`config.mk`:
```
export PLATFORM = sky130hd
export DESIGN_NAME = iocpc_top
export DESIGN_NICKNAME = d
export VERILOG_FILES = /design/src/verilog/iocpc_pkg.sv /design/src/verilog/iocpc_event_sel.sv /design/src/verilog/iocpc_counter.sv /design/src/verilog/iocpc_top.sv
export SDC_FILE = /design/constraint.sdc
export NUM_CORES = 1
export LEC_CHECK = 0
export ABC_CLOCK_PERIOD_IN_PS = 7000
export BUFFER_PORTS_ARGS = -buffer_cell sky130_fd_sc_hd__buf_2
export CELL_PAD_IN_SITES_DETAIL_PLACEMENT = 1
export CELL_PAD_IN_SITES_GLOBAL_PLACEMENT = 2
export CORE_UTILIZATION = 34
export CTS_CLUSTER_DIAMETER = 60
export DETAILED_ROUTE_END_ITERATION = 12
export PLACE_DENSITY_LB_ADDON = 0.1
export SETUP_SLACK_MARGIN = 0.3
export SYNTH_ARGS = -nofsm -noshare
export SYNTH_HDL_FRONTEND = slang
export SYNTH_SLANG_ARGS = --single-unit
```
`constraint.sdc`:
```
create_clock -name REF_CLK_I -period 7 [get_ports REF_CLK_I]
set_input_delay 0.7 -clock REF_CLK_I [delete_from_list [all_inputs] [get_ports REF_CLK_I]]
set_output_delay 0.7 -clock REF_CLK_I [all_outputs]
set_load 0.02 [all_outputs]
```
`src/verilog/iocpc_pkg.sv`:
```
// shared constants and types of the coherency agent event counter block
package iocpc_pkg;

   ////////////////////////////////////////////////////////////////////////////
   // widths
   localparam int CTR_W  = 48;
   localparam int INC_W  = 7;
   localparam int OCC_W  = 7;
   localparam int WC_W   = 6;
   localparam int NCLS   = 3;
   localparam int NSRC   = 3;

   ////////////////////////////////////////////////////////////////////////////
   // register byte offsets
   localparam logic [7:0] OFS_CTL0    = 8'h00;
   localparam logic [7:0] OFS_CTL1    = 8'h04;
   localparam logic [7:0] OFS_CTR0_LO = 8'h08;
   localparam logic [7:0] OFS_CTR0_HI = 8'h0c;
   localparam logic [7:0] OFS_CTR1_LO = 8'h10;
   localparam logic [7:0] OFS_CTR1_HI = 8'h14;
   localparam logic [7:0] OFS_STATUS  = 8'h18;

   ////////////////////////////////////////////////////////////////////////////
   // control word fields
   localparam int          CTL_EV_LSB  = 0;
   localparam int          CTL_UM_LSB  = 8;
   localparam int          CTL_CLR_BIT = 17;
   localparam int          CTL_EN_BIT  = 22;
   localparam logic [31:0] CTL_RW_MASK = 32'h0040ffff;
   localparam logic [31:0] CTL_RST     = 32'h00000000;
   localparam logic [1:0]  WRAP_RST    = 2'h0;

   ////////////////////////////////////////////////////////////////////////////
   // event codes
   localparam logic [7:0] EV_CYCLE    = 8'h01;
   localparam logic [7:0] EV_DR_INS   = 8'h02;
   localparam logic [7:0] EV_DR_FULL  = 8'h05;
   localparam logic [7:0] EV_DR_OCC   = 8'h08;
   localparam logic [7:0] EV_ACK      = 8'h0b;
   localparam logic [7:0] EV_OUTREQ   = 8'h0c;
   localparam logic [7:0] EV_WC_OCC   = 8'h0f;
   localparam logic [7:0] EV_FAF_SENT = 8'h16;
   localparam logic [7:0] EV_FAF_FULL = 8'h17;
   localparam logic [7:0] EV_FAF_INS  = 8'h18;
   localparam logic [7:0] EV_FAF_OCC  = 8'h19;
   localparam logic [7:0] EV_AD_STALL = 8'h1a;
   localparam logic [7:0] EV_DR_STALL = 8'h1b;

   // write cache source masks and indices
   localparam logic [7:0] UM_ANY   = 8'h01;
   localparam logic [7:0] UM_SNOOP = 8'h02;
   localparam logic [7:0] UM_MEM   = 8'h04;
   localparam int         SRC_ANY   = 0;
   localparam int         SRC_SNOOP = 1;
   localparam int         SRC_MEM   = 2;

   // ring message class index: response, bypass, standard
   localparam int CLS_RESP   = 0;
   localparam int CLS_BYPASS = 1;
   localparam int CLS_STD    = 2;

   localparam logic [1:0] HTRANS_NONSEQ = 2'h2;

   ////////////////////////////////////////////////////////////////////////////
   // carriers
   typedef struct packed {
      logic [NCLS-1:0]            dr_insert;
      logic [NCLS-1:0]            dr_full;
      logic [NCLS-1:0][OCC_W-1:0] dr_occ;
      logic                       ack_alloc;
      logic [OCC_W-1:0]           outreq_occ;
      logic [NSRC-1:0][WC_W-1:0]  wc_rd_occ;
      logic [NSRC-1:0][WC_W-1:0]  wc_wr_occ;
      logic                       ad_stall;
      logic                       dr_stall;
      logic                       faf_sent;
      logic                       faf_full;
      logic                       faf_insert;
      logic [OCC_W-1:0]           faf_occ;
   } iocpc_events_t;

   typedef struct packed {
      logic [31:0] ctl0;
      logic [31:0] ctl1;
      logic [1:0]  wrap;
      logic        wr_pend;
      logic [7:0]  wr_ofs;
      logic [31:0] rdata;
   } iocpc_regs_t;

endpackage

```
`src/verilog/iocpc_event_sel.sv`:
```
// per-cycle event amount selected by event code and unit mask
`timescale 1ns/1ps
module iocpc_event_sel (
   // selection
   input  wire logic [7:0]                 code_i,
   input  wire logic [7:0]                 umask_i,
   // agent events
   input  wire iocpc_pkg::iocpc_events_t   ev_i,
   // amount
   output logic      [iocpc_pkg::INC_W-1:0] inc_o
);

   function automatic logic [iocpc_pkg::INC_W-1:0] amount(input logic [7:0] code,
                                                          input logic [7:0] um,
                                                          input iocpc_pkg::iocpc_events_t ev);
      logic [iocpc_pkg::INC_W-1:0] a;
      int                          s;
      a = '0;
      s = -1;
      for (int c = 0; c < iocpc_pkg::NCLS; c++) begin
         if (code == iocpc_pkg::EV_DR_INS + 8'(c))
            a = 7'(ev.dr_insert[c]);
         if (code == iocpc_pkg::EV_DR_FULL + 8'(c))
            a = 7'(ev.dr_full[c]);
         if (code == iocpc_pkg::EV_DR_OCC + 8'(c))
            a = ev.dr_occ[c];
      end
      unique case (um)
         iocpc_pkg::UM_ANY:   s = iocpc_pkg::SRC_ANY;
         iocpc_pkg::UM_SNOOP: s = iocpc_pkg::SRC_SNOOP;
         iocpc_pkg::UM_MEM:   s = iocpc_pkg::SRC_MEM;
         default:             s = -1;
      endcase
      case (code)
         iocpc_pkg::EV_CYCLE:    a = 7'h01;
         iocpc_pkg::EV_ACK:      a = 7'(ev.ack_alloc);
         iocpc_pkg::EV_OUTREQ:   a = ev.outreq_occ;
         iocpc_pkg::EV_WC_OCC: begin
            if (s >= 0)
               a = 7'(ev.wc_rd_occ[s]) + 7'(ev.wc_wr_occ[s]);
         end
         iocpc_pkg::EV_FAF_SENT: a = 7'(ev.faf_sent);
         iocpc_pkg::EV_FAF_FULL: a = 7'(ev.faf_full);
         iocpc_pkg::EV_FAF_INS:  a = 7'(ev.faf_insert);
         iocpc_pkg::EV_FAF_OCC:  a = ev.faf_occ;
         iocpc_pkg::EV_AD_STALL: a = 7'(ev.ad_stall);
         iocpc_pkg::EV_DR_STALL: a = 7'(ev.dr_stall);
         default: ;
      endcase
      return a;
   endfunction

   assign inc_o = amount(code_i, umask_i, ev_i);

endmodule

```
`src/verilog/iocpc_counter.sv`:
```
// one wide event counter with clear, preset and wrap pulse
`timescale 1ns/1ps
module iocpc_counter #(
   parameter int CTR_W = 48,
   parameter int INC_W = 7
) (
   // clock and reset
   input  wire logic              clk_i,
   input  wire logic              rst_i,
   // counting
   input  wire logic              en_i,
   input  wire logic [INC_W-1:0]  inc_i,
   // software access
   input  wire logic              clear_i,
   input  wire logic              load_lo_i,
   input  wire logic              load_hi_i,
   input  wire logic [31:0]       wdata_i,
   // state
   output logic      [CTR_W-1:0]  count_o,
   output logic                   wrap_o
);

   typedef struct packed {
      logic [CTR_W-1:0] count;
   } iocpc_cnt_t;

   iocpc_cnt_t       r;
   iocpc_cnt_t       next_r;
   logic [CTR_W:0]   sum;
   logic             sw;

   if (CTR_W < 33 || CTR_W > 64 || INC_W < 1 || INC_W >= CTR_W)
      $error("iocpc_counter: unsupported width");

   assign sum = {1'b0, r.count} + (CTR_W+1)'(inc_i);
   assign sw  = clear_i | load_lo_i | load_hi_i;

   always_comb begin
      next_r = r;
      if (clear_i)
         next_r.count = '0;
      else if (load_lo_i)
         next_r.count[31:0] = wdata_i;
      else if (load_hi_i)
         next_r.count[CTR_W-1:32] = wdata_i[CTR_W-33:0];
      else if (en_i)
         next_r.count = sum[CTR_W-1:0];
   end

   always_ff @(posedge clk_i) begin
      if (rst_i)
         r <= '0;
      else
         r <= next_r;
   end

   assign count_o = r.count;
   assign wrap_o  = en_i & ~sw & sum[CTR_W];

endmodule

```
`src/verilog/iocpc_top.sv`:
```
// coherency agent event counters with an AHB-Lite register slave
// Function
// - two 48-bit counters, each may count any agent event
// - each cycle a counter adds the full amount, up to seven bits
// - code 0x0f adds outstanding reads plus writes every cycle
// - for 0x0f mask 01 any source, 02 snoops, 04 memory
// - codes 0x02-0x04 data ring inserts per class, 0x0b acknowledge allocations
// - codes 0x05-0x07 count data ring egress full cycles per class
// - codes 0x08-0x0a add data ring egress occupancy per class
// - code 0x0c adds outbound request queue occupancy
// - 0x1a address ring credit stalls, 0x1b data ring credit stalls
// - 0x16 sent, 0x17 full, 0x18 inserts, 0x19 occupancy of forward queue
//
// Our own choices: the placing of the registers and the AHB-Lite slave port.
`timescale 1ns/1ps
module iocpc_top #(
   parameter int CTR_W = 48,
   parameter int INC_W = 7
) (
   // clock and reset
   input  wire logic                      REF_CLK_I,
   input  wire logic                      RESET_I,
   // AHB-Lite slave
   input  wire logic                      HSEL_I,
   input  wire logic [31:0]               HADDR_I,
   input  wire logic [1:0]                HTRANS_I,
   input  wire logic                      HWRITE_I,
   input  wire logic [2:0]                HSIZE_I,
   input  wire logic [31:0]               HWDATA_I,
   input  wire logic                      HREADY_I,
   output logic      [31:0]               HRDATA_O,
   output logic                           HREADYOUT_O,
   output logic                           HRESP_O,
   // monitored agent events
   input  wire iocpc_pkg::iocpc_events_t  EVENTS_I
);

   if (CTR_W != iocpc_pkg::CTR_W || INC_W != iocpc_pkg::INC_W)
      $error("iocpc_top: widths must match the package");

   ////////////////////////////////////////////////////////////////////////////
   // declarations

   iocpc_pkg::iocpc_regs_t  r;
   iocpc_pkg::iocpc_regs_t  next_r;
   logic [INC_W-1:0]        inc0;
   logic [INC_W-1:0]        inc1;
   logic [CTR_W-1:0]        count0;
   logic [CTR_W-1:0]        count1;
   logic                    wrap0;
   logic                    wrap1;
   logic                    addr_ok;
   logic                    wr_ctl0;
   logic                    wr_ctl1;
   logic                    clear0;
   logic                    clear1;
   logic                    ld0_lo;
   logic                    ld0_hi;
   logic                    ld1_lo;
   logic                    ld1_hi;
   logic                    sw0;
   logic                    sw1;
   logic                    en0;
   logic                    en1;

   ////////////////////////////////////////////////////////////////////////////
   // helpers

   function automatic logic mapped(input logic [7:0] ofs);
      return ofs == iocpc_pkg::OFS_CTL0    || ofs == iocpc_pkg::OFS_CTL1    ||
             ofs == iocpc_pkg::OFS_CTR0_LO || ofs == iocpc_pkg::OFS_CTR0_HI ||
             ofs == iocpc_pkg::OFS_CTR1_LO || ofs == iocpc_pkg::OFS_CTR1_HI ||
             ofs == iocpc_pkg::OFS_STATUS;
   endfunction

   function automatic logic [31:0] hi_word(input logic [CTR_W-1:0] c);
      logic [31:0] w;
      w = '0;
      w[CTR_W-33:0] = c[CTR_W-1:32];
      return w;
   endfunction

   function automatic logic [7:0] ev_code(input logic [31:0] ctl);
      return ctl[iocpc_pkg::CTL_EV_LSB +: 8];
   endfunction

   function automatic logic [7:0] ev_umask(input logic [31:0] ctl);
      return ctl[iocpc_pkg::CTL_UM_LSB +: 8];
   endfunction

   ////////////////////////////////////////////////////////////////////////////
   // address and data phase decode

   assign addr_ok = HSEL_I & (HTRANS_I == iocpc_pkg::HTRANS_NONSEQ) & HREADY_I & (HADDR_I[31:8] == 24'h000000);
   assign wr_ctl0 = r.wr_pend & (r.wr_ofs == iocpc_pkg::OFS_CTL0);
   assign wr_ctl1 = r.wr_pend & (r.wr_ofs == iocpc_pkg::OFS_CTL1);
   assign clear0  = wr_ctl0 & HWDATA_I[iocpc_pkg::CTL_CLR_BIT];
   assign clear1  = wr_ctl1 & HWDATA_I[iocpc_pkg::CTL_CLR_BIT];
   assign ld0_lo  = r.wr_pend & (r.wr_ofs == iocpc_pkg::OFS_CTR0_LO);
   assign ld0_hi  = r.wr_pend & (r.wr_ofs == iocpc_pkg::OFS_CTR0_HI);
   assign ld1_lo  = r.wr_pend & (r.wr_ofs == iocpc_pkg::OFS_CTR1_LO);
   assign ld1_hi  = r.wr_pend & (r.wr_ofs == iocpc_pkg::OFS_CTR1_HI);
   assign sw0     = clear0 | ld0_lo | ld0_hi;
   assign sw1     = clear1 | ld1_lo | ld1_hi;
   assign en0     = r.ctl0[iocpc_pkg::CTL_EN_BIT];
   assign en1     = r.ctl1[iocpc_pkg::CTL_EN_BIT];

   ////////////////////////////////////////////////////////////////////////////
   // event selection and counters

   iocpc_event_sel u_sel0 (
      .code_i  (ev_code(r.ctl0)),
      .umask_i (ev_umask(r.ctl0)),
      .ev_i    (EVENTS_I),
      .inc_o   (inc0)
   );

   iocpc_event_sel u_sel1 (
      .code_i  (ev_code(r.ctl1)),
      .umask_i (ev_umask(r.ctl1)),
      .ev_i    (EVENTS_I),
      .inc_o   (inc1)
   );

   iocpc_counter #(
      .CTR_W (CTR_W),
      .INC_W (INC_W)
   ) u_ctr0 (
      .clk_i     (REF_CLK_I),
      .rst_i     (RESET_I),
      .en_i      (en0),
      .inc_i     (inc0),
      .clear_i   (clear0),
      .load_lo_i (ld0_lo),
      .load_hi_i (ld0_hi),
      .wdata_i   (HWDATA_I),
      .count_o   (count0),
      .wrap_o    (wrap0)
   );

   iocpc_counter #(
      .CTR_W (CTR_W),
      .INC_W (INC_W)
   ) u_ctr1 (
      .clk_i     (REF_CLK_I),
      .rst_i     (RESET_I),
      .en_i      (en1),
      .inc_i     (inc1),
      .clear_i   (clear1),
      .load_lo_i (ld1_lo),
      .load_hi_i (ld1_hi),
      .wdata_i   (HWDATA_I),
      .count_o   (count1),
      .wrap_o    (wrap1)
   );

   ////////////////////////////////////////////////////////////////////////////
   // register state

   always_comb begin
      next_r = r;
      // data phase of a write
      if (wr_ctl0)
         next_r.ctl0 = HWDATA_I & iocpc_pkg::CTL_RW_MASK;
      if (wr_ctl1)
         next_r.ctl1 = HWDATA_I & iocpc_pkg::CTL_RW_MASK;
      // wrap flags: write one clears, a new wrap wins
      if (r.wr_pend && r.wr_ofs == iocpc_pkg::OFS_STATUS)
         next_r.wrap = r.wrap & ~HWDATA_I[1:0];
      next_r.wrap = next_r.wrap | {wrap1, wrap0};
      // address phase
      next_r.wr_pend = addr_ok & HWRITE_I & mapped(HADDR_I[7:0]);
      next_r.wr_ofs  = HADDR_I[7:0];
      next_r.rdata   = 32'h00000000;
      if (addr_ok && !HWRITE_I) begin
         unique case (HADDR_I[7:0])
            iocpc_pkg::OFS_CTL0:    next_r.rdata = next_r.ctl0;
            iocpc_pkg::OFS_CTL1:    next_r.rdata = next_r.ctl1;
            iocpc_pkg::OFS_CTR0_LO: next_r.rdata = count0[31:0];
            iocpc_pkg::OFS_CTR0_HI: next_r.rdata = hi_word(count0);
            iocpc_pkg::OFS_CTR1_LO: next_r.rdata = count1[31:0];
            iocpc_pkg::OFS_CTR1_HI: next_r.rdata = hi_word(count1);
            iocpc_pkg::OFS_STATUS:  next_r.rdata = {30'h00000000, next_r.wrap};
            default:                next_r.rdata = 32'h00000000;
         endcase
      end
   end

   always_ff @(posedge REF_CLK_I) begin
      if (RESET_I) begin
         r.ctl0    <= iocpc_pkg::CTL_RST;
         r.ctl1    <= iocpc_pkg::CTL_RST;
         r.wrap    <= iocpc_pkg::WRAP_RST;
         r.wr_pend <= 1'b0;
         r.wr_ofs  <= 8'h00;
         r.rdata   <= 32'h00000000;
      end else begin
         r <= next_r;
      end
   end

   assign HRDATA_O    = r.rdata;
   assign HREADYOUT_O = 1'b1;
   assign HRESP_O     = 1'b0;
endmodule

```
---- After elaboration in Yosys (flattened, before gate mapping) ----
Index checks and enable logic that the tools add are counted.
word-level totals
  register bits after elaboration ......... 203
  bits in latches ......................... 0
  RAM bits ................................ 0
  bits in read-only memories .............. 0
  input port bits ......................... 157
  output and inout bits ................... 34
  logic and storage cells ................. 177
  memories ................................ 0
cells by class
  add/subtract/negate cells ............... 4
  multiply operators ...................... 0
  div/mod/pow operators ................... 0
  magnitude comparators ................... 4
  equality and inequality tests ........... 59
  shifts and indexed selects .............. 0
  muxes and demuxes ....................... 48
  bitwise operators ....................... 29
  reductions and logical operators ........ 23
operators by type and width
  kind                   count
  $pmux W32 S7           1
  $mux W32               6
  $pmux W32 S3           2
  $eq A8 B5 Y1 const B   18
  $pmux W7 S10           2
  $eq A8 B4 Y1 const B   16
  $mux W7                16
  $add A48 B7 Y49        2
  $eq A8 B3 Y1 const B   12
  $mux W48               2
  $ge A32 B1 Y1 const B  2
  $lt A32 B4 Y1 const B  2
  $bmux W6 S2            4
  $eq A8 B2 Y1 const B   6
  $mux W6                8
  $eq A8 B1 Y1 const B   4
  $mux W16               2
  $logic_not A24 Y1      1
  $and A1 B1 Y1          17
  $logic_not A8 Y1       2
  $add A6 B6 Y7          2
  $reduce_and A2 Y1      4
  $reduce_bool A2 Y1     4
  $logic_or A1 B1 Y1     6
  12 further kinds       26

---- Depth between registers and ports, before layout ----
Gate-level depths: netlist of the first run.
  depth after elaboration ................. 16
  gate-level depth with buffers ........... 23
  depth with buffers taken out ............ 20

---- Modules after synthesis ----
From an unflattened synthesis of the first run, not the netlist that was laid out.
second synthesis, totals
  cell total of the unflattened synthesis .. 1816
  area, all modules ....................... 14367.5 µm²
modules (own cells, without submodules)
  module                   instances  cells an instance  area an instance (µm²)  sequential area each (µm²)
  iocpc_top                1          599                5251.3                  2142.1
  iocpc_counter at u_ctr1  1          458                3435.8                  960.9
  iocpc_counter at u_ctr0  1          439                3273.1                  960.9
  iocpc_event_sel          2          160                1203.7                  0.0

---- Least setup slack after synthesis of the first run ----
OpenSTA, ideal clock, no wires.
  path type ............................... reg-to-reg
  from .................................... reg r[83] (netlist bit)
  to ...................................... reg u_ctr0.r (netlist bit u_ctr0.count_o[45])
  setup time .............................. 0.074 ns
  arrival ................................. 4.886 ns
  required time ........................... 6.926 ns
  slack ................................... 2.039 ns
  cell stages (with the launch flop) ...... 22
  path buffers ............................ 3
  clock period less this slack ............ 4.961 ns
  path through ............................ dfxtp_1 clkbuf_1 xnor2_1 nor3_1 clkbuf_1 mux2i_1 o21ai_0 fa_1 a21oi_1 nor2_1 nor2_1 o21bai_1 a21oi_1 o21ai_0 ha_1 clkbuf_1 nand3_1 nor3_1 o21ai_1 or3_4 or3_1 a31oi_1
between the ends
  word-level cells in the longest chain between the ends .. 11
  elaborated cells on any way between the ends .. 17
  classes of those cells .................. add/sub: 2; order compare: 1; eq/ne: 3; mux: 11
ends and longest elaborated chain
  element                                     RTL line               text
  from (decl)                                 iocpc_top.sv:44        iocpc_pkg::iocpc_regs_t r;
  from (signal assigned)                      iocpc_top.sv:198       r <= next_r;
  $eq A8 B3 Y1, or another cell as far along  iocpc_event_sel.sv:28  unique case (um)
  $pmux W32 S3 *                              iocpc_event_sel.sv:28
  $bmux W6 S2                                 iocpc_event_sel.sv:40  a = 7'(ev.wc_rd_occ[s]) + 7'(ev.wc_wr_occ[s]);
  $mux W6 (implied by the code) (2 in a row)  iocpc_event_sel.sv:40
  $add A6 B6 Y7                               iocpc_event_sel.sv:40
  $mux W7 *                                   iocpc_event_sel.sv:39  if (s >= 0)
  $pmux W7 S10 *                              iocpc_event_sel.sv:34  case (code)
  $add A48 B7 Y49 *                           iocpc_counter.sv:35    assign sum = {1'b0, r.count} + (CTR_W+1)'(inc_i);
  $mux W48 *                                  iocpc_counter.sv:46    else if (en_i)
  $mux W16 *                                  iocpc_counter.sv:44    else if (load_hi_i)
  to (signal assigned)                        iocpc_counter.sv:54    r <= next_r;
  to (decl)                                   iocpc_counter.sv:27    iocpc_cnt_t r;
Every way passes the cells marked *; elsewhere a longest branch is shown, timed or not. The select of a mux whose other input is x is not followed.
A chain may end at the register's enable or synchronous reset.

---- Worst setup path in the final report of the first run ----
  from .................................... reg r[54] (netlist bit)
  to ...................................... reg u_ctr1.r (netlist bit u_ctr1.count_o[47])
between the ends
  word-level cells in the longest chain between the ends .. 11
  elaborated cells on any way between the ends .. 17
  classes of those cells .................. add/sub: 2; order compare: 1; eq/ne: 3; mux: 11
ends and longest elaborated chain
  element                                     RTL line
  $eq A8 B3 Y1, or another cell as far along  iocpc_event_sel.sv:28
  $pmux W32 S3 *                              iocpc_event_sel.sv:28
  $bmux W6 S2                                 iocpc_event_sel.sv:40
  $mux W6 (implied by the code) (2 in a row)  iocpc_event_sel.sv:40
  $add A6 B6 Y7                               iocpc_event_sel.sv:40
  $mux W7 *                                   iocpc_event_sel.sv:39
  $pmux W7 S10 *                              iocpc_event_sel.sv:34
  $add A48 B7 Y49 *                           iocpc_counter.sv:35
  $mux W48 *                                  iocpc_counter.sv:46
  $mux W16 *                                  iocpc_counter.sv:44
  to (signal assigned)                        iocpc_counter.sv:54
  to (decl)                                   iocpc_counter.sv:27
Marked as above.

==> reports/metrics.csv, run 1 <==
stage,metric,value,unit
clock_network,Root Buffer,clkbuf_16,
detailed_routing,# DRC,0,
sta,Final Hold Violating Endpoints,0,
detailed_routing,routed wire length,49940,um
place,DP Cell Count,2077,
grt,total gr overflow,0,
layout,"non-filler cells, final",2123,
setup_path,CP arrival,6.16,ns
sta,clock skew,0.009304,ns
layout,Area Overhead vs Synth,16.45,%
layout,share of cells above drive strength 1,0.1649,
synthesis,Async SR Flop Fraction,0,
power_and_ir_drop,Worst VDD drop,187.5,uV
floorplan,Placeable Area,35570,um^2
synthesis,Post-synth EDFFs,0,
min_path,Hold/Removal Path Class,primary input to flop,
synthesis,Area contributors post-synth,"dfxtp_1 (33%), mux2i_1 (6.4%), o21ai_0 (4.3%)",
synthesis,Simple-Gate Fraction of Synth Area,0.2294,
setup_path,reg2reg start,r[54],
synthesis,most numerous cell in the Yosys netlist,dfxtp_1,
synthesis,Mean Syn Cell Area,8.079,um^2
synthesis,"Distinct cells, synth",70,
synthesis,register bit total from synthesis,203,
grt,largest net degree at the start of global routing,64,
detailed_routing,initial DRC count,1025,
synthesis,Syn Nets,1710,
clock_network,"Reg clk slew, reported paths",0.06,ns
sta,Setup Viol. Count Final,0,
synthesis,Post-Syn Area,12300,um^2
clock_network,post-CTS setup buffer count,0,
sta,Peak Freq,175.7,MHz
synthesis,sequential-to-total area share from yosys stat,0.3303,
floorplan,die area,36950,um^2
sta,slew margin rel.,0.08486,
setup_path,worst-path fanout max,13,
floorplan,io pins,191,
detailed_routing,drt pass-1 iters,5,
synthesis,warnings from Yosys,0,
floorplan,num rows,69,
synthesis,Compound-Gate Fraction of Synth Area,0.2252,
clock_network,Post-CTS Resized,0,
synthesis,post-synthesis mux area share,0.06701,
sta,Slew @ Worst Pin,1.354,ns
grt,initial antenna violation count,3,
place,Port Buffers,185,
clock_network,clk buf depth,3,
sta,post-route clock period utilization,0.8132,
floorplan,starting density of the core,0.3459,
setup_path,Crit. End Element,flop,
run_status,status,completed,
detailed_routing,routed len/inst,23.52,um
setup_path,Worst Setup SP,r[54],
floorplan,Die Span X,192.2,um
clock_network,TritonCTS Buffers,27,
clock_network,"Clk Latency, worst-skew pair",0.53,ns
power_and_ir_drop,Leakage,5.153,nW
min_path,Hold Startpoint,HWRITE_I,
detailed_routing,via count,12404,
layout,# diodes,0,
sta,Setup TNS Final,0,ns
clock_network,CTS tree,built,
floorplan,chip height,192.2,um
place,DP Wirelength,37700,um
detailed_routing,via density per instance,5.843,
grt,via count of the first global-routing pass,12037,
setup_path,WS Path Type,flop to flop,
place,GP Congestion,0.8851,
layout,Final nets,1832,
synthesis,Synth area leader,dfxtp_1,
synthesis,Post-Syn Instances,1523,
job,# Max-Cap Violations,0,
synthesis,post-synth top area share,0.3303,
sta,RSZ-0062 raised after global routing,false,
clock_network,"Hold-fix buffers, CTS",0,
setup_path,Startpoint Class,flop,
synthesis,Post-Synth Adder-Cell Area,0.03295,
synthesis,most frequent cells after synthesis,"dfxtp_1 (203), nor2_1 (140), nand2_1 (116)",
power_and_ir_drop,P per Cell Area,186.6,nW/um^2
detailed_routing,Routed Antenna Nets,0,
clock_network,# H-tree levels,1,
grt,Tot GR Track Use,0.2682,
synthesis,post-synthesis xor/xnor area fraction,0.05766,
synthesis,largest family of logic cells by synthesized area,simple AND/OR/NAND/NOR gates,
sta,"Min Clock Period, post-route",5.692,ns
grt,first-pass GRT wire length,74930,um
sta,fin. max-slew vios,0,
synthesis,dominant synthesized flop cell,dfxtp_1,
clock_network,# clock sinks,203,
setup_path,Worst EP required,7.47,ns
-- worst paths after layout --
| check | slack, ns | endpoint | cells past startpoint |
|---|---|---|---|
| max | 1.31 | u_ctr1.count_o[47] | 21 |
| min | 0.39 | r[40] | 2 |
| max reg2reg | 1.31 | u_ctr1.count_o[47] | 21 |
| min reg2reg | 0.45 | HRDATA_O[17] | 2 |
-- cell usage in the layout, fill, tap and decap left out, types with 5 or more instances in the layout --
cell type,netlist,layout
a22o_1,27,27
mux2i_1,79,79
ha_1,26,26
a21oi_1,78,78
a21o_1,9,9
or3_1,5,5
clkbuf_16,0,27
inv_1,27,27
nor2_1,140,140
o22ai_1,18,18
buf_4,34,30
nor2b_1,16,16
nand2_1,116,115
o211ai_1,16,16
and4_1,10,10
dfxtp_1,203,203
o21ai_0,106,105
and2_1,20,20
xor2_1,34,34
nor4_1,18,18
a222oi_1,21,21
a211oi_1,53,53
xnor2_1,47,47
nor3_1,64,61
o21bai_1,7,7
nand4_1,35,35
nand3_1,60,60
clkbuf_1,76,7
buf_2,4,185
o311ai_0,6,6
nand2b_1,11,11
and3_1,31,31
a31oi_1,16,16
a22oi_1,26,26
or4_1,8,8
-- worst max-delay path, stage by stage (launching register included) --
cell	delay (ns)
dfxtp_1	0.31
nor3_1	0.19
nand2_1	0.14
or3_1	0.54
and2_1	0.36
nand2_1	0.12
o21ai_0	0.10
ha_1	0.26
fa_1	0.41
a21oi_1	0.17
o21bai_1	0.12
a21o_1	0.19
a21oi_1	0.20
o21ai_0	0.15
ha_1	0.39
o21a_1	0.18
o21ai_0	0.22
nor2_1	0.39
buf_4	0.30
nand4_1	0.25
or4_1	0.55
nand3_1	0.09
-- where the power goes --
group          switching (W)  internal, W
clock               0.000542     0.000829
combinational      0.0000895    0.0000500
sequential        0.00000487      0.00116
-- metal layers --
metal | GRT usage | share of wire | up-vias
li1 | - | - | 5877
met1 | 0.4133 | 0.50 | 6119
met2 | 0.3922 | 0.42 | 351
met3 | 0.03837 | 0.069 | 55
met4 | 0.04603 | 0.014 | 2
met5 | 0 | 0.00026 | -
-- flip-flops by register name, indices dropped and copies added (netlist names) --
name	flops
HRDATA_O	32
en0	1
en1	1
r	73
u_ctr0.count_o	48
u_ctr1.count_o	48
-- layout make-up --
cell class / instances / area [um^2]
Clock buffer: 35 / 715.7
Fill cell: 4293 / 21240
Inverter: 27 / 101.3
Tap cell: 461 / 576.8
Timing Repair Buffer: 215 / 1151
Sequential cell: 203 / 4064
Clock inverter: 11 / 147.6
Multi-Input combinational cell: 1171 / 7572
-- kinds of logic (layout without fill, tap and decap cells) --
group / count (synthesis) / after routing
xor gates and xnor gates: 81 / 81
DFF: 203 / 203
other: 2 / 2
and+or+nand+nor: 558 / 558
buffers and inverters: 149 / 288
muxes: 81 / 81
adders and majority gates: 30 / 30
AOI/OAI and AO/OA: 419 / 419
-- through the flow --
step / cell area, um^2 / util / total power [W] / hold WS (ns) / setup slack, ns
after floorplan: 12300 / - / 0.001232 / 0.4273 / 2.039
after global routing: 14330 / 0.4028 / 0.002760 / 0.3910 / 0.8733
after detailed placement: 13470 / 0.3786 / 0.001326 / 0.4445 / 1.381
after CTS: 14330 / 0.4028 / 0.002701 / 0.3709 / 1.335
final: 14330 / 0.4028 / 0.002674 / 0.3875 / 1.308
after global placement: 13470 / 0.3786 / 0.001324 / 0.4395 / 1.380
Power figures use the tool's default switching activity.
==> run 2: changes to the inputs <==
--- a/config.mk
+++ b/config.mk
@@ -5,7 +5,7 @@
 export SDC_FILE = /design/constraint.sdc
 export NUM_CORES = 1
 export LEC_CHECK = 0
-export ABC_CLOCK_PERIOD_IN_PS = 7000
+export ABC_CLOCK_PERIOD_IN_PS = 5700
 export BUFFER_PORTS_ARGS = -buffer_cell sky130_fd_sc_hd__buf_2
 export CELL_PAD_IN_SITES_DETAIL_PLACEMENT = 1
 export CELL_PAD_IN_SITES_GLOBAL_PLACEMENT = 2
==> constraint.sdc (replaced) <==
create_clock -name REF_CLK_I -period 5.7 [get_ports REF_CLK_I]
set_input_delay 0.57 -clock REF_CLK_I [delete_from_list [all_inputs] [get_ports REF_CLK_I]]
set_output_delay 0.57 -clock REF_CLK_I [all_outputs]
set_load 0.02 [all_outputs]
==> run 2 against run 1 <==
Against the previous run:
- design area grew 1.3%
- critical path type unchanged
- combinational power grew 21%
- via count is essentially flat
- power grew 25%
- cell count grew 0.57%
- count of clock-buffer cells in the layout is the same
- sequential share of layout area shrank 0.36 points
- hold slack lost 0.12 ns
- flip-flop and latch count is the same
- worst setup slack lost 0.68 ns
- critical path depth is the same
- sequential power grew 23%
==> reports/metrics.csv, run 2 (same netlist as run 1, synthesis figures left out) <==
stage,metric,value,unit,change
grt,global routing met1 resource utilization,0.4106,,was 0.4133
power_and_ir_drop,Leakage,5.249,nW,was 5.153 nW
sta,slew margin rel.,0.1243,,was 0.08486
layout,"commonest non-fill, non-tap cell in the layout",dfxtp_1,,unchanged
detailed_routing,routed wire length,49470,um,was 49940 um
detailed_routing,initial DRC count,857,,was 1025
sta,"Min Clock Period, post-route",5.069,ns,was 5.692 ns
clock_network,post-CTS setup buffer count,0,,unchanged
place,GP Congestion,0.8460,,was 0.8851
sta,post-route clock period utilization,0.8894,,was 0.8132
grt,total gr overflow,0,,unchanged
layout,most frequent cells in the layout,"dfxtp_1 (203), buf_2 (185), nor2_1 (138)",,"was dfxtp_1 (203), buf_2 (185), nor2_1 (140)"
sta,Peak Freq,197.3,MHz,was 175.7 MHz
sta,Slew @ Worst Pin,1.309,ns,was 1.354 ns
job,# Max-Cap Violations,0,,unchanged
sta,RSZ-0062 raised after global routing,true,,was false
clock_network,"Clk Latency, worst-skew pair",0.53,ns,about the same
floorplan,die area,36950,um^2,unchanged
detailed_routing,Routed Antenna Nets,0,,unchanged
layout,Final nets,1843,,was 1832
grt,largest net degree at the start of global routing,64,,unchanged
sta,fin. max-slew vios,0,,unchanged
clock_network,clk buf depth,3,,unchanged
power_and_ir_drop,Worst VDD drop,239.5,uV,was 187.5 uV
power_and_ir_drop,P per Cell Area,231.0,nW/um^2,was 186.6 nW/um^2
setup_path,Crit. End Element,flop,,unchanged
layout,FILL cells,4294,,was 4293
place,pre-CTS WS,0.3172,ns,was 1.381 ns
layout,share of cells above drive strength 1,0.1792,,was 0.1649
clock_network,# clock sinks,203,,unchanged
sta,Final WS setup,0.6306,ns,was 1.308 ns
floorplan,num rows,69,,unchanged
layout,number of flip-flops under the largest register name,73,,unchanged
clock_network,TritonCTS Buffers,26,,was 27
sta,Setup TNS Final,0,ns,unchanged
min_path,Hold/Removal Path Class,primary input to flop,,unchanged
floorplan,io pins,191,,unchanged
grt,GR Util met2,0.3872,,was 0.3922
sta,Final Hold Violating Endpoints,0,,unchanged
clock_network,# H-tree levels,1,,unchanged
layout,Final Util,0.4080,,was 0.4028
place,DP Wirelength,37700,um,about the same
grt,met3 Usage GRT,0.03399,,was 0.03837
run_status,status,completed,,unchanged
layout,Area Overhead vs Synth,17.95,%,was 16.45%
clock_network,"Hold-fix buffers, CTS",0,,unchanged
clock_network,"Reg clk slew, reported paths",0.06,ns,about the same
setup_path,WS Path Type,flop to flop,,unchanged
layout,# diodes,0,,unchanged
place,Port Buffers,185,,unchanged
clock_network,Root Buffer,clkbuf_16,,unchanged
floorplan,starting density of the core,0.3459,,unchanged
grt,Tot GR Track Use,0.2650,,was 0.2682
setup_path,Startpoint Class,flop,,unchanged
sta,Setup Viol. Count Final,0,,unchanged
sta,hold_ws,0.2661,ns,was 0.3875 ns
setup_path,CP arrival,5.53,ns,was 6.16 ns
clock_network,CTS tree,built,,unchanged
floorplan,Placeable Area,35570,um^2,unchanged
detailed_routing,via count,12414,,was 12404
detailed_routing,via density per instance,5.815,,was 5.843
layout,Largest Register,r,,unchanged
grt,first-pass GRT wire length,74330,um,was 74930 um
setup_path,Worst EP required,6.16,ns,was 7.47 ns
grt,initial antenna violation count,1,,was 3
floorplan,Die Span X,192.2,um,unchanged
floorplan,chip height,192.2,um,unchanged
detailed_routing,routed len/inst,23.17,um,was 23.52 um
setup_path,worst-path fanout max,12,,was 13
grt,GRT busiest layer,met1,,unchanged
sta,clock skew,0.01330,ns,was 0.009304 ns
grt,via count of the first global-routing pass,12174,,was 12037
detailed_routing,# DRC,0,,unchanged
detailed_routing,drt pass-1 iters,6,,was 5
-- run 2: metrics by stage --
step,std cells,power (W),area (um^2)
6_report,2135,0.003353,14510
5_1_grt,2135,0.003458,14510
3_5_place_dp,2089,0.001626,13560
3_3_place_gp,2089,0.001624,13560
4_1_cts,2135,0.003379,14470
2_1_floorplan,1523,0.001513,12300
-- run 2: cell type report --
| cell class | instances | area, um^2 | area share |
|---|---|---|---|
| repair buffers | 227 | 1245 | 0.08578 |
| well taps | 461 | 576.8 | 0.03974 |
| inverters | 27 | 101.3 | 0.006983 |
| multi-input cells | 1171 | 7612 | 0.5245 |
| clock inverters | 11 | 167.7 | 0.01155 |
| flip-flops and latches | 203 | 4064 | 0.2800 |
| clock buffers | 35 | 745.7 | 0.05138 |
-- run 2: worst paths after layout --
check	startpoint	end	slack [ns]	cells past startpoint
max	r[89]	u_ctr0.count_o[43]	0.63	21
min	HWRITE_I	r[40]	0.27	2
max reg2reg	r[89]	u_ctr0.count_o[43]	0.63	21
min reg2reg	r[92]	HRDATA_O[17]	0.46	2
-- run 2: power by group --
group | internal [W] | switching [W] | total (W)
clock network | 0.00110 | 0.000658 | 0.00176
registers | 0.00142 | 0.00000612 | 0.00143
logic | 0.0000606 | 0.000109 | 0.000169
-- run 2: metal layers --
metal | up-vias | wire [um] | share of wire
met3 | 48 | 2736 | 0.055
met1 | 6142 | 25100 | 0.51
met2 | 327 | 20870 | 0.42
met5 | - | 9 | 0.00018
li1 | 5895 | - | -
met4 | 2 | 752 | 0.015
-- run 2: what timing repair did --
item,4_1_cts,5_1_grt
gates resized for setup,1,14
gates cloned,0,0
endpoints found under the setup margin,2,46
-- run 2: worst max-delay path, cell delays in order (launching register included) --
cell	delay, ns
dfxtp_1	0.32
nor3_1	0.25
nand2_2	0.16
nor3_2	0.20
buf_6	0.22
mux2i_1	0.25
o21ai_2	0.12
ha_1	0.30
a21o_1	0.17
a21oi_1	0.25
o21bai_1	0.10
a21oi_1	0.18
xor2_1	0.26
o21ai_0	0.17
ha_1	0.44
nand3_1	0.11
nor3_1	0.24
buf_4	0.20
o21ai_1	0.12
or3_4	0.46
or3_1	0.32
a31oi_1	0.16
==> run 3: changes to the inputs <==
--- a/config.mk
+++ b/config.mk
@@ -9,6 +9,7 @@
 export BUFFER_PORTS_ARGS = -buffer_cell sky130_fd_sc_hd__buf_2
 export CELL_PAD_IN_SITES_DETAIL_PLACEMENT = 1
 export CELL_PAD_IN_SITES_GLOBAL_PLACEMENT = 2
+export CORE_ASPECT_RATIO = 0.75
 export CORE_UTILIZATION = 34
 export CTS_CLUSTER_DIAMETER = 60
 export DETAILED_ROUTE_END_ITERATION = 12
==> run 3 against run 2 <==
Against the previous run:
- register-to-register slack barely moved
- worst setup slack improved by 0.0026 ns
- critical path depth did not move
- hold slack got worse by 0.029 ns
- wire length rose by 4.1%
- power fell by 3.9%
- via count rose by 1.1%
- core utilization rose by 0.14 points
- highest routed layer unchanged
==> reports/metrics.csv, run 3 (same netlist as run 1, synthesis figures left out) <==
stage,metric,value,unit,change
layout,share of cells above drive strength 1,0.1738,,was 0.1792
setup_path,Crit. path cell count,21,,unchanged
detailed_routing,via density per instance,5.916,,was 5.815
place,dpl cell area,13510,um^2,was 13560 um^2
detailed_routing,# DRC,0,,unchanged
layout,Area Overhead vs Synth,16.92,%,was 17.95%
power_and_ir_drop,Worst VDD drop,302.2,uV,was 239.5 uV
grt,initial antenna violation count,3,,was 1
setup_path,CP top delay family,simple AND/OR/NAND/NOR gates,,unchanged
layout,design area,14390,um^2,was 14510 um^2
clock_network,Root Buffer,clkbuf_16,,unchanged
detailed_routing,routed len/inst,24.29,um,was 23.17 um
layout,"non-filler cells, final",2121,,was 2135
place,Port Buffers,185,,unchanged
grt,first-pass GRT wire length,76510,um,was 74330 um
grt,via count of the first global-routing pass,12056,,was 12174
setup_path,crit path cell chain,"nor3_1, nand2_1, or3_4, and2_2, nand2_1, o21ai_0, ha_1, fa_1, a21oi_1, o21bai_1, a21o_1, a21oi_1, o21ai_0, ha_1, o21a_1, nor4bb_4, or2_4, buf_4, nand4_1, xor2_1, a211oi_1",,"was nor3_1, nand2_2, nor3_2, buf_6, mux2i_1, o21ai_2, ha_1, a21o_1, a21oi_1, o21bai_1, a21oi_1, xor2_1, o21ai_0, ha_1, nand3_1, nor3_1, buf_4, o21ai_1, or3_4, or3_1, a31oi_1"
sta,fin. max-slew vios,0,,unchanged
setup_path,CP Buf/Inv Count,1,,was 2
setup_path,Worst EP required,6.17,ns,was 6.16 ns
detailed_routing,via count,12548,,was 12414
sta,post-route clock period utilization,0.8889,,was 0.8894
setup_path,worst-path fanout max,13,,was 12
grt,Tot GR Track Use,0.2702,,was 0.2650
layout,Final Util,0.4094,,was 0.4080
sta,Final Hold Violating Endpoints,0,,unchanged
layout,number of flip-flops under the largest register name,73,,unchanged
setup_path,worst r2r dst,u_ctr1.count_o[32],,was u_ctr0.count_o[43]
setup_path,Startpoint Class,flop,,unchanged
layout,Final nets,1835,,was 1843
sta,Slew @ Worst Pin,1.234,ns,was 1.309 ns
place,DP Wirelength,39490,um,was 37700 um
place,GP Congestion,0.9132,,was 0.8460
setup_path,Worst Setup SP,r[54],,was r[89]
floorplan,io pins,191,,unchanged
setup_path,WS Path Type,flop to flop,,unchanged
place,DP Cell Count,2078,,was 2089
grt,largest net degree at the start of global routing,51,,was 64
power_and_ir_drop,P per Cell Area,223.9,nW/um^2,was 231.0 nW/um^2
clock_network,"Clk Latency, worst-skew pair",0.55,ns,was 0.53 ns
sta,Setup Viol. Count Final,0,,unchanged
power_and_ir_drop,Leakage,5.194,nW,was 5.249 nW
sta,hold_ws,0.2375,ns,was 0.2661 ns
floorplan,Placeable Area,35140,um^2,was 35570 um^2
grt,total gr overflow,0,,unchanged
sta,Peak Freq,197.4,MHz,was 197.3 MHz
setup_path,"reg-to-reg slack, setup",0.63,ns,about the same
sta,Setup TNS Final,0,ns,unchanged
setup_path,Crit. End Element,flop,,unchanged
layout,FILL cells,4239,,was 4294
clock_network,# H-tree levels,1,,unchanged
min_path,Hold/Removal Path Class,primary input to flop,,unchanged
floorplan,num rows,59,,was 69
clock_network,# clock sinks,203,,unchanged
setup_path,Max stage delay on crit path,0.47,ns,was 0.46 ns
job,# Max-Cap Violations,0,,unchanged
sta,clock skew,0.02867,ns,was 0.01330 ns
run_status,status,completed,,unchanged
clock_network,clk buf depth,3,,unchanged
layout,"commonest non-fill, non-tap cell in the layout",dfxtp_1,,unchanged
setup_path,CP arrival,5.53,ns,about the same
setup_path,Setup crit end,u_ctr1.count_o[32],,was u_ctr0.count_o[43]
setup_path,CP max stage cell,or3_4,,unchanged
detailed_routing,Routed Antenna Nets,0,,unchanged
detailed_routing,routed wire length,51510,um,was 49470 um
floorplan,chip height,166.7,um,was 192.2 um
detailed_routing,drt pass-1 iters,6,,unchanged
floorplan,starting density of the core,0.3502,,was 0.3459
setup_path,reg2reg start,r[54],,was r[89]
floorplan,die area,36960,um^2,was 36950 um^2
clock_network,"Hold-fix buffers, CTS",0,,unchanged
sta,RSZ-0062 raised after global routing,false,,was true
clock_network,TritonCTS Buffers,23,,was 26
detailed_routing,initial DRC count,1170,,was 857
setup_path,R2R depth,21,,unchanged
clock_network,CTS tree,built,,unchanged
floorplan,Die Span X,221.7,um,was 192.2 um
layout,Largest Register,r,,unchanged
layout,most frequent cells in the layout,"dfxtp_1 (203), buf_2 (185), nor2_1 (139)",,"was dfxtp_1 (203), buf_2 (185), nor2_1 (138)"
sta,slew margin rel.,0.1756,,was 0.1243
clock_network,"Reg clk slew, reported paths",0.06,ns,about the same
sta,"Min Clock Period, post-route",5.067,ns,was 5.069 ns
-- run 3: cell types whose count changed in the layout (fill, tap and decap cells not counted), sizes merged --
| cell | delta |
|---|---|
| buf | -5 |
| clkinv | -3 |
| inv | -1 |
| clkinvlp | +1 |
| diode | +1 |
| clkbuf | -3 |
-- run 3: through the flow --
stage / power (W) / setup WS, ns
after global placement: 0.001631 / 0.4528
after CTS: 0.003242 / 0.3460
after floorplan: 0.001513 / 0.7395
final: 0.003222 / 0.6333
after global routing: 0.003312 / 0.3108
after detailed placement: 0.001633 / 0.2671
-- run 3: how the worst min path moves through the flow --
stage,startpoint,cells after the start,slack (ns),to
floorplan,r[91],2,0.43,HRDATA_O[16]
global placement,r[93],2,0.44,HRDATA_O[18]
detailed placement,r[105],2,0.44,HRDATA_O[30]
CTS,HWRITE_I,2,0.23,r[40]
global route,HWRITE_I,2,0.23,r[40]
finish,HWRITE_I,2,0.24,r[40]
-- run 3: repair_timing --
item	4_1_cts	5_1_grt
setup endpoints to repair	8	66
resized for setup	3	14
buffers inserted	0	2
pin swaps	0	2
-- run 3: cell type report --
class | instances | area (um^2) | share of cell area
multi-input combinational | 1171 | 7644 | 0.5313
sequential | 203 | 4064 | 0.2825
timing repair buffer | 222 | 1204 | 0.08367
clock buffer | 32 | 639.4 | 0.04444
tap | 457 | 571.8 | 0.03975
clock inverter | 8 | 160.2 | 0.01113
inverter | 27 | 101.3 | 0.007045
antenna | 1 | 2.502 | 0.0001739
-- run 3: report_power, final --
group	leakage, nW	internal (W)	switching [W]
clock	0.383	0.000969	0.000648
sequential	1.64	0.00142	0.00000655
combinational	3.18	0.0000607	0.000117
total	5.19	0.00245	0.000771
-- run 3: layer usage --
metal | vias to the layer above | global-route usage | share of wire | wire length [um]
met4 | 2 | 0.03835 | 0.013 | 647
met5 | - | 0 | 0.00023 | 12
met2 | 409 | 0.3544 | 0.38 | 19630
met1 | 6213 | 0.4394 | 0.53 | 27110
met3 | 50 | 0.05999 | 0.080 | 4115
li1 | 5874 | - | - | -
